$ cat src/rtl/dbm_pkg.sv
/*
  Shared constants and bus carriers for the dual crossbar fabric and its bridges.
  Assumes one clock for the whole fabric; the low-power side advances on a divided tick.
*/
package dbm_pkg;

  // data path and id widths
  localparam int DATA_W  = 32;
  localparam int SID_W   = 4;
  localparam int MID_W   = 2;
  localparam int NUM_MST = 3;
  localparam int NUM_SLV = 10;
  localparam int NUM_XB  = 2;
  localparam int LVL_W   = 2;
  localparam int DIV_W   = 8;

  // crossbar index
  localparam int XB_HS = 0;
  localparam int XB_LP = 1;

  // high-speed crossbar master and slave ids
  localparam int HS_MID_CORE   = 0;
  localparam int HS_MID_DEBUG  = 1;
  localparam int HS_MID_UPWARD = 2;
  localparam int HS_SID_FLASH      = 0;
  localparam int HS_SID_SRAM_CORE  = 1;
  localparam int HS_SID_SRAM_DEBUG = 2;
  localparam int HS_SID_PERIPH_B   = 3;
  localparam int HS_SID_DOWNWARD   = 4;
  localparam int HS_EXT_SLV        = 4;

  // low-power crossbar master and slave ids
  localparam int LP_MID_DOWNWARD = 0;
  localparam int LP_MID_DMA      = 2;
  localparam int LP_SID_PERIPH_A = 0;
  localparam int LP_SID_PERIPH_C = 1;
  localparam int LP_SID_PERIPH_D = 2;
  localparam int LP_SID_PERIPH_E = 3;
  localparam int LP_SID_LP_SRAM2 = 5;
  localparam int LP_SID_LP_SRAM1 = 7;
  localparam int LP_SID_UPWARD   = 8;
  localparam int LP_SID_HS_SRAM2 = 9;

  // one bit per populated slave id
  localparam logic [15:0] HS_SLV_MAP = 16'h001f;
  localparam logic [15:0] LP_SLV_MAP = 16'h03af;

  // register map, byte addresses on the register bus
  localparam logic [31:0] ULL_CTRL_ADDR = 32'h4100_8120;
  localparam logic [31:0] LP_DIV_ADDR   = 32'h4100_8124;
  localparam logic [31:0] STATUS_ADDR   = 32'h4100_8128;
  localparam logic [31:0] ULL_ENABLE    = 32'h0000_0001;
  localparam logic [DIV_W-1:0] LP_DIV_RST = 8'h00;
  localparam logic        ULL_RST       = 1'b0;
  localparam int STAT_DOWN_LSB = 0;
  localparam int STAT_UP_LSB   = 4;
  localparam int STAT_ULL_BIT  = 8;

  // bridge sizing and intrinsic stalls
  localparam int DOWN_FIFO_DEPTH = 3;
  localparam int UP_FIFO_DEPTH   = 1;
  localparam logic [1:0] WR_FULL_STALL = 2'h1;
  localparam logic [1:0] RD_STALL      = 2'h2;

  typedef struct packed {
    logic              valid;
    logic              write;
    logic [SID_W-1:0]  slave;
    logic [31:0]       addr;
    logic [DATA_W-1:0] wdata;
  } dbm_req_t;

  typedef struct packed {
    logic              done;
    logic              err;
    logic [DATA_W-1:0] rdata;
  } dbm_rsp_t;

endpackage

$ cat src/rtl/dbm_bridge.sv
/*
  Crossbar-to-crossbar bridge with a posted-write buffer and stalled reads.
  Assumes requests hold until a one-cycle done, and lp_tick marks low-power clock edges.
*/
module dbm_bridge #(
  parameter int FIFO_DEPTH   = 3,
  parameter bit LP_ON_MASTER = 1'b1
) (
  input  logic                          clk,
  input  logic                          sys_rst,
  input  logic                          ull,
  input  logic                          lp_tick,
  input  dbm_pkg::dbm_req_t             s_req,
  output dbm_pkg::dbm_rsp_t             s_rsp,
  output dbm_pkg::dbm_req_t             m_req,
  input  dbm_pkg::dbm_rsp_t             m_rsp,
  output logic [dbm_pkg::LVL_W-1:0]     level
);

  localparam int PTR_W = (FIFO_DEPTH > 1) ? $clog2(FIFO_DEPTH) : 1;

  typedef enum logic [2:0] {
    ST_IDLE, ST_WSTALL, ST_RSTALL, ST_RISSUE, ST_RWAIT, ST_RESP
  } dbm_brg_st_t;

  dbm_brg_st_t                state_ff;
  logic [1:0]                 stall_ff;
  dbm_pkg::dbm_req_t          fifo_ff [FIFO_DEPTH];
  logic [PTR_W-1:0]           wptr_ff;
  logic [PTR_W-1:0]           rptr_ff;
  logic [dbm_pkg::LVL_W-1:0]  cnt_ff;
  dbm_pkg::dbm_rsp_t          s_rsp_ff;
  dbm_pkg::dbm_rsp_t          hold_ff;
  dbm_pkg::dbm_req_t          m_req_ff;
  logic                       tick_s;
  logic                       tick_m;
  logic                       full;
  logic                       take;
  logic                       push;
  logic                       pop;

  // only the low-power side waits for its divided clock edge
  assign tick_m = LP_ON_MASTER ? lp_tick : 1'b1;
  assign tick_s = LP_ON_MASTER ? 1'b1 : lp_tick;
  assign full   = (cnt_ff == dbm_pkg::LVL_W'(FIFO_DEPTH));
  // a request still high while our done shows is the one just finished
  assign take   = s_req.valid && !s_rsp_ff.done && tick_s && (state_ff == ST_IDLE);
  assign push   = take && s_req.write && !full;
  assign pop    = m_req_ff.valid && m_req_ff.write && m_rsp.done;

  always_ff @(posedge clk) begin
    if (sys_rst) begin
      wptr_ff <= '0;
      rptr_ff <= '0;
      cnt_ff  <= '0;
    end else begin
      if (push) begin
        fifo_ff[wptr_ff] <= s_req;
        wptr_ff <= (wptr_ff == PTR_W'(FIFO_DEPTH - 1)) ? '0 : wptr_ff + 1'b1;
      end
      if (pop) begin
        rptr_ff <= (rptr_ff == PTR_W'(FIFO_DEPTH - 1)) ? '0 : rptr_ff + 1'b1;
      end
      cnt_ff <= cnt_ff + dbm_pkg::LVL_W'(push) - dbm_pkg::LVL_W'(pop);
    end
  end

  // slave-side sequencing: stalls, read forwarding, answers
  always_ff @(posedge clk) begin
    if (sys_rst) begin
      state_ff <= ST_IDLE;
      stall_ff <= '0;
      s_rsp_ff <= '0;
      hold_ff  <= '0;
    end else begin
      s_rsp_ff <= '0;
      case (state_ff)
        ST_IDLE: begin
          if (push) begin
            s_rsp_ff.done <= 1'b1;
          end else if (take && s_req.write && !ull) begin
            state_ff <= ST_WSTALL;
            stall_ff <= dbm_pkg::WR_FULL_STALL;
          end else if (take && !s_req.write) begin
            state_ff <= ull ? ST_RISSUE : ST_RSTALL;
            stall_ff <= dbm_pkg::RD_STALL;
          end
        end
        ST_WSTALL: begin
          if (stall_ff == 2'h1) state_ff <= ST_IDLE;
          stall_ff <= stall_ff - 2'h1;
        end
        ST_RSTALL: begin
          if (stall_ff == 2'h1) state_ff <= ST_RISSUE;
          stall_ff <= stall_ff - 2'h1;
        end
        ST_RISSUE: begin
          if (m_req_ff.valid && !m_req_ff.write) state_ff <= ST_RWAIT;
        end
        ST_RWAIT: begin
          if (m_rsp.done) begin
            hold_ff <= m_rsp;
            if (ull && tick_s) begin
              s_rsp_ff <= m_rsp;
              state_ff <= ST_IDLE;
            end else begin
              state_ff <= ST_RESP;
            end
          end
        end
        ST_RESP: begin
          if (tick_s) begin
            s_rsp_ff <= hold_ff;
            state_ff <= ST_IDLE;
          end
        end
        default: state_ff <= ST_IDLE;
      endcase
    end
  end

  // master side: drain posted writes first so a read never overtakes them
  always_ff @(posedge clk) begin
    if (sys_rst) begin
      m_req_ff <= '0;
    end else if (m_req_ff.valid) begin
      if (m_rsp.done) m_req_ff <= '0;
    end else if (tick_m && cnt_ff != '0) begin
      m_req_ff <= fifo_ff[rptr_ff];
    end else if (tick_m && state_ff == ST_RISSUE) begin
      m_req_ff <= s_req;
    end
  end

  assign s_rsp = s_rsp_ff;
  assign m_req = m_req_ff;
  assign level = cnt_ff;

endmodule

$ cat src/rtl/dbm_fabric.sv
/*
  Dual crossbar fabric: high-speed and low-power crossbars, both bridges,
  low-power tick divider and the register bus slave.
  Assumes masters hold a request until a one-cycle done, slaves answer with a
  one-cycle done, and the register bus follows APB with no byte strobes.
*/
// Decided for this implementation: the APB register port.
module dbm_fabric (
  input  logic                     clk,
  input  logic                     sys_rst,
  input  logic                     psel,
  input  logic                     penable,
  input  logic                     pwrite,
  input  logic [31:0]              paddr,
  input  logic [31:0]              pwdata,
  output logic [31:0]              prdata,
  output logic                     pready,
  output logic                     pslverr,
  input  dbm_pkg::dbm_req_t        hs_mst_req [2],
  output dbm_pkg::dbm_rsp_t        hs_mst_rsp [2],
  input  dbm_pkg::dbm_req_t        dma_req,
  output dbm_pkg::dbm_rsp_t        dma_rsp,
  output dbm_pkg::dbm_req_t        hs_slv_req [dbm_pkg::HS_EXT_SLV],
  input  dbm_pkg::dbm_rsp_t        hs_slv_rsp [dbm_pkg::HS_EXT_SLV],
  output dbm_pkg::dbm_req_t        lp_slv_req [dbm_pkg::NUM_SLV],
  input  dbm_pkg::dbm_rsp_t        lp_slv_rsp [dbm_pkg::NUM_SLV]
);

  localparam int NX = dbm_pkg::NUM_XB;
  localparam int NM = dbm_pkg::NUM_MST;
  localparam int NS = dbm_pkg::NUM_SLV;

  dbm_pkg::dbm_req_t             mreq     [NX][NM];
  dbm_pkg::dbm_rsp_t             srsp     [NX][NS];
  dbm_pkg::dbm_req_t             sreq_ff  [NX][NS];
  logic [dbm_pkg::MID_W-1:0]     own_ff   [NX][NS];
  dbm_pkg::dbm_rsp_t             mrsp_ff  [NX][NM];
  logic [NM-1:0]                 want     [NX][NS];
  logic [NM-1:0]                 bad      [NX];
  dbm_pkg::dbm_req_t             down_mreq;
  dbm_pkg::dbm_rsp_t             down_srsp;
  dbm_pkg::dbm_req_t             up_mreq;
  dbm_pkg::dbm_rsp_t             up_srsp;
  logic [dbm_pkg::LVL_W-1:0]     down_lvl;
  logic [dbm_pkg::LVL_W-1:0]     up_lvl;
  logic                          ull_ff;
  logic [dbm_pkg::DIV_W-1:0]     div_ff;
  logic [dbm_pkg::DIV_W-1:0]     div_cnt_ff;
  logic                          lp_tick;
  logic [31:0]                   prdata_ff;
  logic                          pready_ff;
  logic                          pslverr_ff;
  logic                          hit_ull;
  logic                          hit_div;
  logic                          hit_stat;
  logic                          acc;
  logic [31:0]                   stat;

  // populated slave ids per crossbar
  function automatic logic slv_mapped(input int x, input logic [dbm_pkg::SID_W-1:0] s);
    logic [15:0] map;
    map = (x == dbm_pkg::XB_HS) ? dbm_pkg::HS_SLV_MAP : dbm_pkg::LP_SLV_MAP;
    return map[s];
  endfunction

  // lowest requesting master id wins
  function automatic logic [dbm_pkg::MID_W-1:0] lowest(input logic [NM-1:0] w);
    logic [dbm_pkg::MID_W-1:0] r;
    r = '0;
    for (int i = NM - 1; i >= 0; i--) begin
      if (w[i]) r = dbm_pkg::MID_W'(i);
    end
    return r;
  endfunction

  assign mreq[dbm_pkg::XB_HS][dbm_pkg::HS_MID_CORE]   = hs_mst_req[0];
  assign mreq[dbm_pkg::XB_HS][dbm_pkg::HS_MID_DEBUG]  = hs_mst_req[1];
  assign mreq[dbm_pkg::XB_HS][dbm_pkg::HS_MID_UPWARD] = up_mreq;
  assign mreq[dbm_pkg::XB_LP][dbm_pkg::LP_MID_DOWNWARD] = down_mreq;
  assign mreq[dbm_pkg::XB_LP][1]                        = '0;
  assign mreq[dbm_pkg::XB_LP][dbm_pkg::LP_MID_DMA]      = dma_req;

  // slave answers and outbound requests per slot
  for (genvar s = 0; s < NS; s++) begin : g_slot
    if (s < dbm_pkg::HS_EXT_SLV) begin : g_hs_ext
      assign srsp[dbm_pkg::XB_HS][s] = hs_slv_rsp[s];
      assign hs_slv_req[s]           = sreq_ff[dbm_pkg::XB_HS][s];
    end else if (s == dbm_pkg::HS_SID_DOWNWARD) begin : g_hs_down
      assign srsp[dbm_pkg::XB_HS][s] = down_srsp;
    end else begin : g_hs_none
      assign srsp[dbm_pkg::XB_HS][s] = '0;
    end
    if (s == dbm_pkg::LP_SID_UPWARD) begin : g_lp_up
      assign srsp[dbm_pkg::XB_LP][s] = up_srsp;
      assign lp_slv_req[s]           = '0;
    end else begin : g_lp_ext
      assign srsp[dbm_pkg::XB_LP][s] = lp_slv_rsp[s];
      assign lp_slv_req[s]           = sreq_ff[dbm_pkg::XB_LP][s];
    end
  end

  // request matching; a master whose done shows this cycle is masked,
  // since its request line still carries the transfer that just finished
  always_comb begin
    for (int x = 0; x < NX; x++) begin
      bad[x] = '0;
      for (int m = 0; m < NM; m++) begin
        bad[x][m] = mreq[x][m].valid && !mrsp_ff[x][m].done
                    && !slv_mapped(x, mreq[x][m].slave);
      end
      for (int s = 0; s < NS; s++) begin
        want[x][s] = '0;
        for (int m = 0; m < NM; m++) begin
          want[x][s][m] = mreq[x][m].valid && !mrsp_ff[x][m].done
                          && (mreq[x][m].slave == dbm_pkg::SID_W'(s))
                          && slv_mapped(x, dbm_pkg::SID_W'(s));
        end
      end
    end
  end

  always_ff @(posedge clk) begin
    for (int x = 0; x < NX; x++) begin
      for (int s = 0; s < NS; s++) begin
        if (sys_rst) begin
          sreq_ff[x][s] <= '0;
          own_ff[x][s]  <= '0;
        end else if (sreq_ff[x][s].valid) begin
          if (srsp[x][s].done) sreq_ff[x][s] <= '0;
        end else if (want[x][s] != '0) begin
          own_ff[x][s]  <= lowest(want[x][s]);
          sreq_ff[x][s] <= mreq[x][lowest(want[x][s])];
        end
      end
    end
  end

  // answers routed back to the owning master; unmapped ids end in error
  always_ff @(posedge clk) begin
    for (int x = 0; x < NX; x++) begin
      for (int m = 0; m < NM; m++) begin
        if (sys_rst) begin
          mrsp_ff[x][m] <= '0;
        end else begin
          mrsp_ff[x][m] <= '0;
          for (int s = 0; s < NS; s++) begin
            if (sreq_ff[x][s].valid && own_ff[x][s] == dbm_pkg::MID_W'(m)
                && srsp[x][s].done) begin
              mrsp_ff[x][m] <= srsp[x][s];
            end
          end
          if (bad[x][m]) begin
            mrsp_ff[x][m].done <= 1'b1;
            mrsp_ff[x][m].err  <= 1'b1;
          end
        end
      end
    end
  end

  assign hs_mst_rsp[0] = mrsp_ff[dbm_pkg::XB_HS][dbm_pkg::HS_MID_CORE];
  assign hs_mst_rsp[1] = mrsp_ff[dbm_pkg::XB_HS][dbm_pkg::HS_MID_DEBUG];
  assign dma_rsp       = mrsp_ff[dbm_pkg::XB_LP][dbm_pkg::LP_MID_DMA];

  // low-power tick divider
  // a ratio of zero ticks every cycle, which is the undivided case
  always_ff @(posedge clk) begin
    if (sys_rst) begin
      div_cnt_ff <= '0;
    end else if (lp_tick) begin
      div_cnt_ff <= '0;
    end else begin
      div_cnt_ff <= div_cnt_ff + 1'b1;
    end
  end
  assign lp_tick = (div_cnt_ff >= div_ff);

  dbm_bridge #(
    .FIFO_DEPTH   (dbm_pkg::DOWN_FIFO_DEPTH),
    .LP_ON_MASTER (1'b1)
  ) u_downward_bridge (
    .clk     (clk),
    .sys_rst (sys_rst),
    .ull     (ull_ff),
    .lp_tick (lp_tick),
    .s_req   (sreq_ff[dbm_pkg::XB_HS][dbm_pkg::HS_SID_DOWNWARD]),
    .s_rsp   (down_srsp),
    .m_req   (down_mreq),
    .m_rsp   (mrsp_ff[dbm_pkg::XB_LP][dbm_pkg::LP_MID_DOWNWARD]),
    .level   (down_lvl)
  );

  dbm_bridge #(
    .FIFO_DEPTH   (dbm_pkg::UP_FIFO_DEPTH),
    .LP_ON_MASTER (1'b0)
  ) u_upward_bridge (
    .clk     (clk),
    .sys_rst (sys_rst),
    .ull     (ull_ff),
    .lp_tick (lp_tick),
    .s_req   (sreq_ff[dbm_pkg::XB_LP][dbm_pkg::LP_SID_UPWARD]),
    .s_rsp   (up_srsp),
    .m_req   (up_mreq),
    .m_rsp   (mrsp_ff[dbm_pkg::XB_HS][dbm_pkg::HS_MID_UPWARD]),
    .level   (up_lvl)
  );

  // register decode
  assign hit_ull  = (paddr == dbm_pkg::ULL_CTRL_ADDR);
  assign hit_div  = (paddr == dbm_pkg::LP_DIV_ADDR);
  assign hit_stat = (paddr == dbm_pkg::STATUS_ADDR);
  assign acc      = psel && penable && pready_ff;

  // status word: buffer fill levels and current mode
  always_comb begin
    stat = '0;
    stat[dbm_pkg::STAT_DOWN_LSB +: dbm_pkg::LVL_W] = down_lvl;
    stat[dbm_pkg::STAT_UP_LSB +: dbm_pkg::LVL_W]   = up_lvl;
    stat[dbm_pkg::STAT_ULL_BIT]                    = ull_ff;
  end

  // zero-wait slave: ready and answer prepared in the setup cycle
  always_ff @(posedge clk) begin
    if (sys_rst) begin
      pready_ff  <= 1'b0;
      pslverr_ff <= 1'b0;
      prdata_ff  <= '0;
    end else begin
      pready_ff  <= psel && !penable;
      pslverr_ff <= psel && !penable
                    && !(hit_ull || hit_div || (hit_stat && !pwrite));
      prdata_ff  <= '0;
      if (psel && !penable && !pwrite) begin
        if (hit_div) prdata_ff <= 32'(div_ff);
        if (hit_stat) prdata_ff <= stat;
      end
    end
  end

  // software-written controls; the mode word is write-only
  always_ff @(posedge clk) begin
    if (sys_rst) begin
      ull_ff <= dbm_pkg::ULL_RST;
      div_ff <= dbm_pkg::LP_DIV_RST;
    end else if (acc && pwrite) begin
      if (hit_ull) ull_ff <= (pwdata == dbm_pkg::ULL_ENABLE);
      if (hit_div) div_ff <= pwdata[dbm_pkg::DIV_W-1:0];
    end
  end

  assign prdata  = prdata_ff;
  assign pready  = pready_ff;
  assign pslverr = pslverr_ff;

endmodule

$ cat config.mk
export PLATFORM = sky130hd
export DESIGN_NAME = dbm_fabric
export DESIGN_NICKNAME = d
export VERILOG_FILES = /design/src/rtl/dbm_pkg.sv /design/src/rtl/dbm_bridge.sv /design/src/rtl/dbm_fabric.sv
export SDC_FILE = /design/constraint.sdc
export NUM_CORES = 2
export LEC_CHECK = 0
export BUFFER_PORTS_ARGS = -buffer_cell sky130_fd_sc_hd__buf_2
export CAP_MARGIN = 20
export CELL_PAD_IN_SITES_DETAIL_PLACEMENT = 1
export CELL_PAD_IN_SITES_GLOBAL_PLACEMENT = 1
export CORE_AREA = 3 3 719 721
export CTS_CLUSTER_SIZE = 25
export DETAILED_ROUTE_END_ITERATION = 16
export DIE_AREA = 0 0 722 724
export HOLD_SLACK_MARGIN = 0.03
export PLACE_DENSITY_LB_ADDON = 0.3
export SYNTH_ARGS = -nofsm -noshare
export SYNTH_HDL_FRONTEND = slang
export SYNTH_HIERARCHICAL = 1
export SYNTH_SLANG_ARGS = --single-unit
$ cat constraint.sdc
create_clock -name clk -period 13.1 [get_ports clk]
set_input_delay 1.31 -clock clk [delete_from_list [all_inputs] [get_ports clk]]
set_output_delay 1.31 -clock clk [all_outputs]
set_load 0.02 [all_outputs]
==> metrics <==
iteration count of the initial detailed-routing pass=6; Post-Route Setup TNS=0 ns; clock tree from TritonCTS=yes; adder-cell share of the synthesized area=0.1981%; reported leakage power=0.03749 µW; cell-by-cell trace of the critical path=buf_8, buf_4, nor4bb_4, buf_4, nor3_2, nand2b_1, buf_4, o32ai_1; worst-path fanout max=48; Global Route Usage Sum=18.36%; count of flip-flops with a built-in enable after synthesis=1,242; post-synthesis cell type count=93; endpoint required time on the critical path=13.69 ns; Detail Route met2 WL=269,500 µm; startpoint type of the worst setup path=input pin; die height=724 µm; basic-gate share of the synthesized area counting and, or, nand and nor cells=13.49%; setup skew after layout=0.06392 ns; Detail Placement HPWL=365,100 µm; cell repeated most along the worst path=sky130_fd_sc_hd__buf_4; post-DR wirelength/cell=30.70 µm; CP max-delay cell=sky130_fd_sc_hd__nor3_2; Synth-to-Final Area Change=16.58%; clock-pin slew of the registers on the worst-case setup and hold paths=0.06 ns; synthesized-area fraction occupied by xor and xnor cells=0.1287%; synthesized area per cell=9.812 µm²; number of design-rule violations left by the first detailed-router iteration=5,449; transition time at the pin with the least slew margin=1.249 ns; CTS-repair resized insts=0; PwrDens=134.5 mW/mm²; starting density of the core=17.27%; Vias per Instance=4.370; via count of the first global-routing pass=70,950; VDD IR max=0.0001019 V; Hold Violations, Final=0; instance count of the mapped netlist=9,014; total die area=0.5227 mm²; category of the most critical setup path=input pin to flop; root buffer selected by CTS=sky130_fd_sc_hd__clkbuf_16; headroom to the max-slew limit=16.71%; number of hold buffers added after cts=0; maximum number of pins on one net before global-route repair=132; Final period util=35.19%; sequential area share after synthesis=52.58%; count of final setup violators=0; input/output buffers=1,535; kind of end point of the critical path=flop; number of antenna violations at the first check in global routing=182; count of max-cap constraint violations=0; antenna-violating nets left=0; cell row count=263; run status=finished clean; total wire length=501,800 µm; Vias=71,430; RePlAce Congestion=0.9186; multi-input logic area=0.03154 mm²; share of layout cells above drive strength 1=23.50%; H-tree level count=4; multiplexer share of the synthesized area=3.930%; async set-reset flop share out of synthesis=0%; fill cell instance count of the final layout=59,380; clock insertion delay at the later pin of the skew report=0.91 ns; # nets final=10,100; area of the mapped netlist=0.08844 mm²; Max Used Layer=met5; Final Hold Slack=0.4470 ns; Hold WC Path Type=flop to flop; flip-flop cell with the highest count after synthesis=sky130_fd_sc_hd__edfxtp_1; number of pins exceeding their max-slew limit in the final report=0; number of remaining DRC errors=0; WP data arrival=5.20 ns; clk sinks=1,702; Remaining Overflow, GRT=0; Core Area=0.5120 mm²; wire length of the first global-routing pass=661,500 µm; post-synthesis compound-gate area fraction=15.85%; I/O pin cnt=1,871; M1 WL=175,900 µm; buffer levels on the longest clock path=4; Yosys reg bits=1,702; Critical Path Max Stage Delay=0.78 ns; post-layout minimum cycle time=4.611 ns; setup repair after global routing missed its margin=false; met3 WL=31,240 µm; combined flip-flop and latch cell area=0.04652 mm²; number of CTS-inserted buffers=222; maximum clock frequency=216.9 MHz; dominant combinational cell family by area after synthesis=compound AO/OA/AOI/OAI gates; number of post-CTS setup repair buffers=0; die extent in x=722 µm; synthesis warning total=6
state kept, by name (all words and copies together), names as in the netlist, 3 cells and up, named ones only:
signal,flops
u_upward_bridge/s_rsp,34
u_downward_bridge/hold_ff,34
u_upward_bridge/hold_ff,34
div_ff,8
u_downward_bridge/m_req,70
prdata,9
u_downward_bridge/state_ff,3
div_cnt_ff,8
u_upward_bridge/state_ff,3
u_upward_bridge/m_req,70
u_downward_bridge/fifo_ff,210
u_downward_bridge/s_rsp,34
u_upward_bridge/fifo_ff,70
mrsp_ff,170
sreq_ff,910
own_ff,18
logic make-up after synthesis:
family	count (synthesis)
muxes	343
xor gates and xnor gates	13
and+or+nand+nor	2823
adders and majority gates	14
other	2
DFF	1702
AOI/OAI and AO/OA	2152
buffers and inverters	1965
power breakdown:
| group | switching, µW | internal [µW] |
|---|---|---|
| combinational | 1060 | 361 |
| clock | 2670 | 3570 |
| sequential | 190 | 6020 |
synth_stat cells, drive strengths merged (25+ instances only):
library cell | number | share of area [%]
nand2 | 1766 | 7.5
buf | 1494 | 12
edfxtp | 1242 | 42
a21oi | 821 | 4.6
nor2 | 561 | 2.4
dfxtp | 460 | 10
clkbuf | 413 | 1.8
mux2i | 309 | 3.5
o21ai | 246 | 1.4
a211oi | 229 | 2.0
nand3 | 162 | 0.92
a22oi | 144 | 1.2
a221oi | 125 | 1.2
a31oi | 102 | 0.75
a2bb2oi | 85 | 0.84
a21o | 83 | 0.70
nor3 | 81 | 0.48
a311oi | 71 | 0.77
o2bb2ai | 70 | 0.69
inv | 58 | 0.25
o22ai | 58 | 0.41
or3 | 40 | 0.28
nand2b | 37 | 0.28
mux2 | 34 | 0.43
o32ai | 26 | 0.26
o31a | 25 | 0.25
metal layers:
metal  GRT usage (%)  vias up
met5               0        -
met4           7.596      110
met3           4.365      855
met2           35.04     2566
met1           19.05    36510
li1                -    31390
area by class of cell:
type                            count  share of cell area (%)
Tap cell                         6757                   8.200
Timing Repair Buffer             1703                   8.709
Sequential cell                  1702                   45.11
Multi-Input combinational cell   5647                   30.59
Antenna cell                       72                  0.1747
Clock inverter                    138                   1.308
Inverter                           58                  0.2111
Clock buffer                      270                   5.692
metrics by stage:
| stage | setup WS, ns | total power, µW | cells | instance area (µm²) | utilization [%] |
|---|---|---|---|---|---|
| after floorplan | 3.510 | 7202 | 9314 | 89570 | - |
| after CTS | 8.615 | 14120 | 16270 | 102900 | 20.09 |
| final | 8.489 | 13870 | 16350 | 103100 | 20.14 |
| after detailed placement | 7.674 | 7778 | 15860 | 95650 | 18.68 |
| after global routing | 8.542 | 14380 | 16320 | 103000 | 20.12 |
| after global placement | 7.433 | 7775 | 15860 | 95640 | 18.68 |
cells in the final DEF, fill, tap and decap left out, types with 23 or more instances in the layout:
master	netlist	final
sky130_fd_sc_hd__o31a_1	25	25
sky130_fd_sc_hd__a311oi_1	61	61
sky130_fd_sc_hd__o2bb2ai_1	70	70
sky130_fd_sc_hd__diode_2	0	72
sky130_fd_sc_hd__o21ai_0	221	221
sky130_fd_sc_hd__a211oi_1	222	219
sky130_fd_sc_hd__a21o_1	83	72
sky130_fd_sc_hd__clkinv_2	0	48
sky130_fd_sc_hd__edfxtp_1	1242	1242
sky130_fd_sc_hd__buf_4	1191	164
sky130_fd_sc_hd__a22oi_1	144	144
sky130_fd_sc_hd__a2bb2oi_1	85	85
sky130_fd_sc_hd__mux2_2	34	34
sky130_fd_sc_hd__or3_1	40	37
sky130_fd_sc_hd__inv_1	57	57
sky130_fd_sc_hd__a21oi_1	821	815
sky130_fd_sc_hd__nand2_1	1765	1763
sky130_fd_sc_hd__nor2_1	560	551
sky130_fd_sc_hd__o32ai_1	26	26
sky130_fd_sc_hd__clkinv_1	0	37
sky130_fd_sc_hd__conb_1	2	302
sky130_fd_sc_hd__buf_2	207	1534
sky130_fd_sc_hd__nand3_1	161	154
sky130_fd_sc_hd__nor3_1	77	76
sky130_fd_sc_hd__a31oi_1	100	100
sky130_fd_sc_hd__clkbuf_1	413	38
sky130_fd_sc_hd__a221oi_1	125	123
sky130_fd_sc_hd__dfxtp_1	460	457
sky130_fd_sc_hd__o21ai_1	25	25
sky130_fd_sc_hd__clkbuf_16	0	225
sky130_fd_sc_hd__nand2b_4	2	23
sky130_fd_sc_hd__o22ai_1	58	58
sky130_fd_sc_hd__mux2i_1	309	309
worst max-delay path: cells and delay by family:
kind | cells | cell delay [ns]
simple gates | 3 | 1.60
compound gates | 1 | 0.58
buf+inv | 4 | 1.54
path summary, 6_finish.rpt:
| path | startpoint | endpoint | slack (ns) | cells after the start |
|---|---|---|---|---|
| worst max-delay path | sys_rst | mrsp_ff[1][79] | 8.49 | 8 |
| worst min-delay path | mrsp_ff[0][32] | u_upward_bridge/hold_ff[32] | 0.45 | 2 |
| worst max register to register | sreq_ff[1][69] | mrsp_ff[1][79] | 8.92 | 7 |
| worst min register to register | mrsp_ff[0][32] | u_upward_bridge/hold_ff[32] | 0.45 | 2 |
Note: power is estimated with default switching activity, not from simulation.
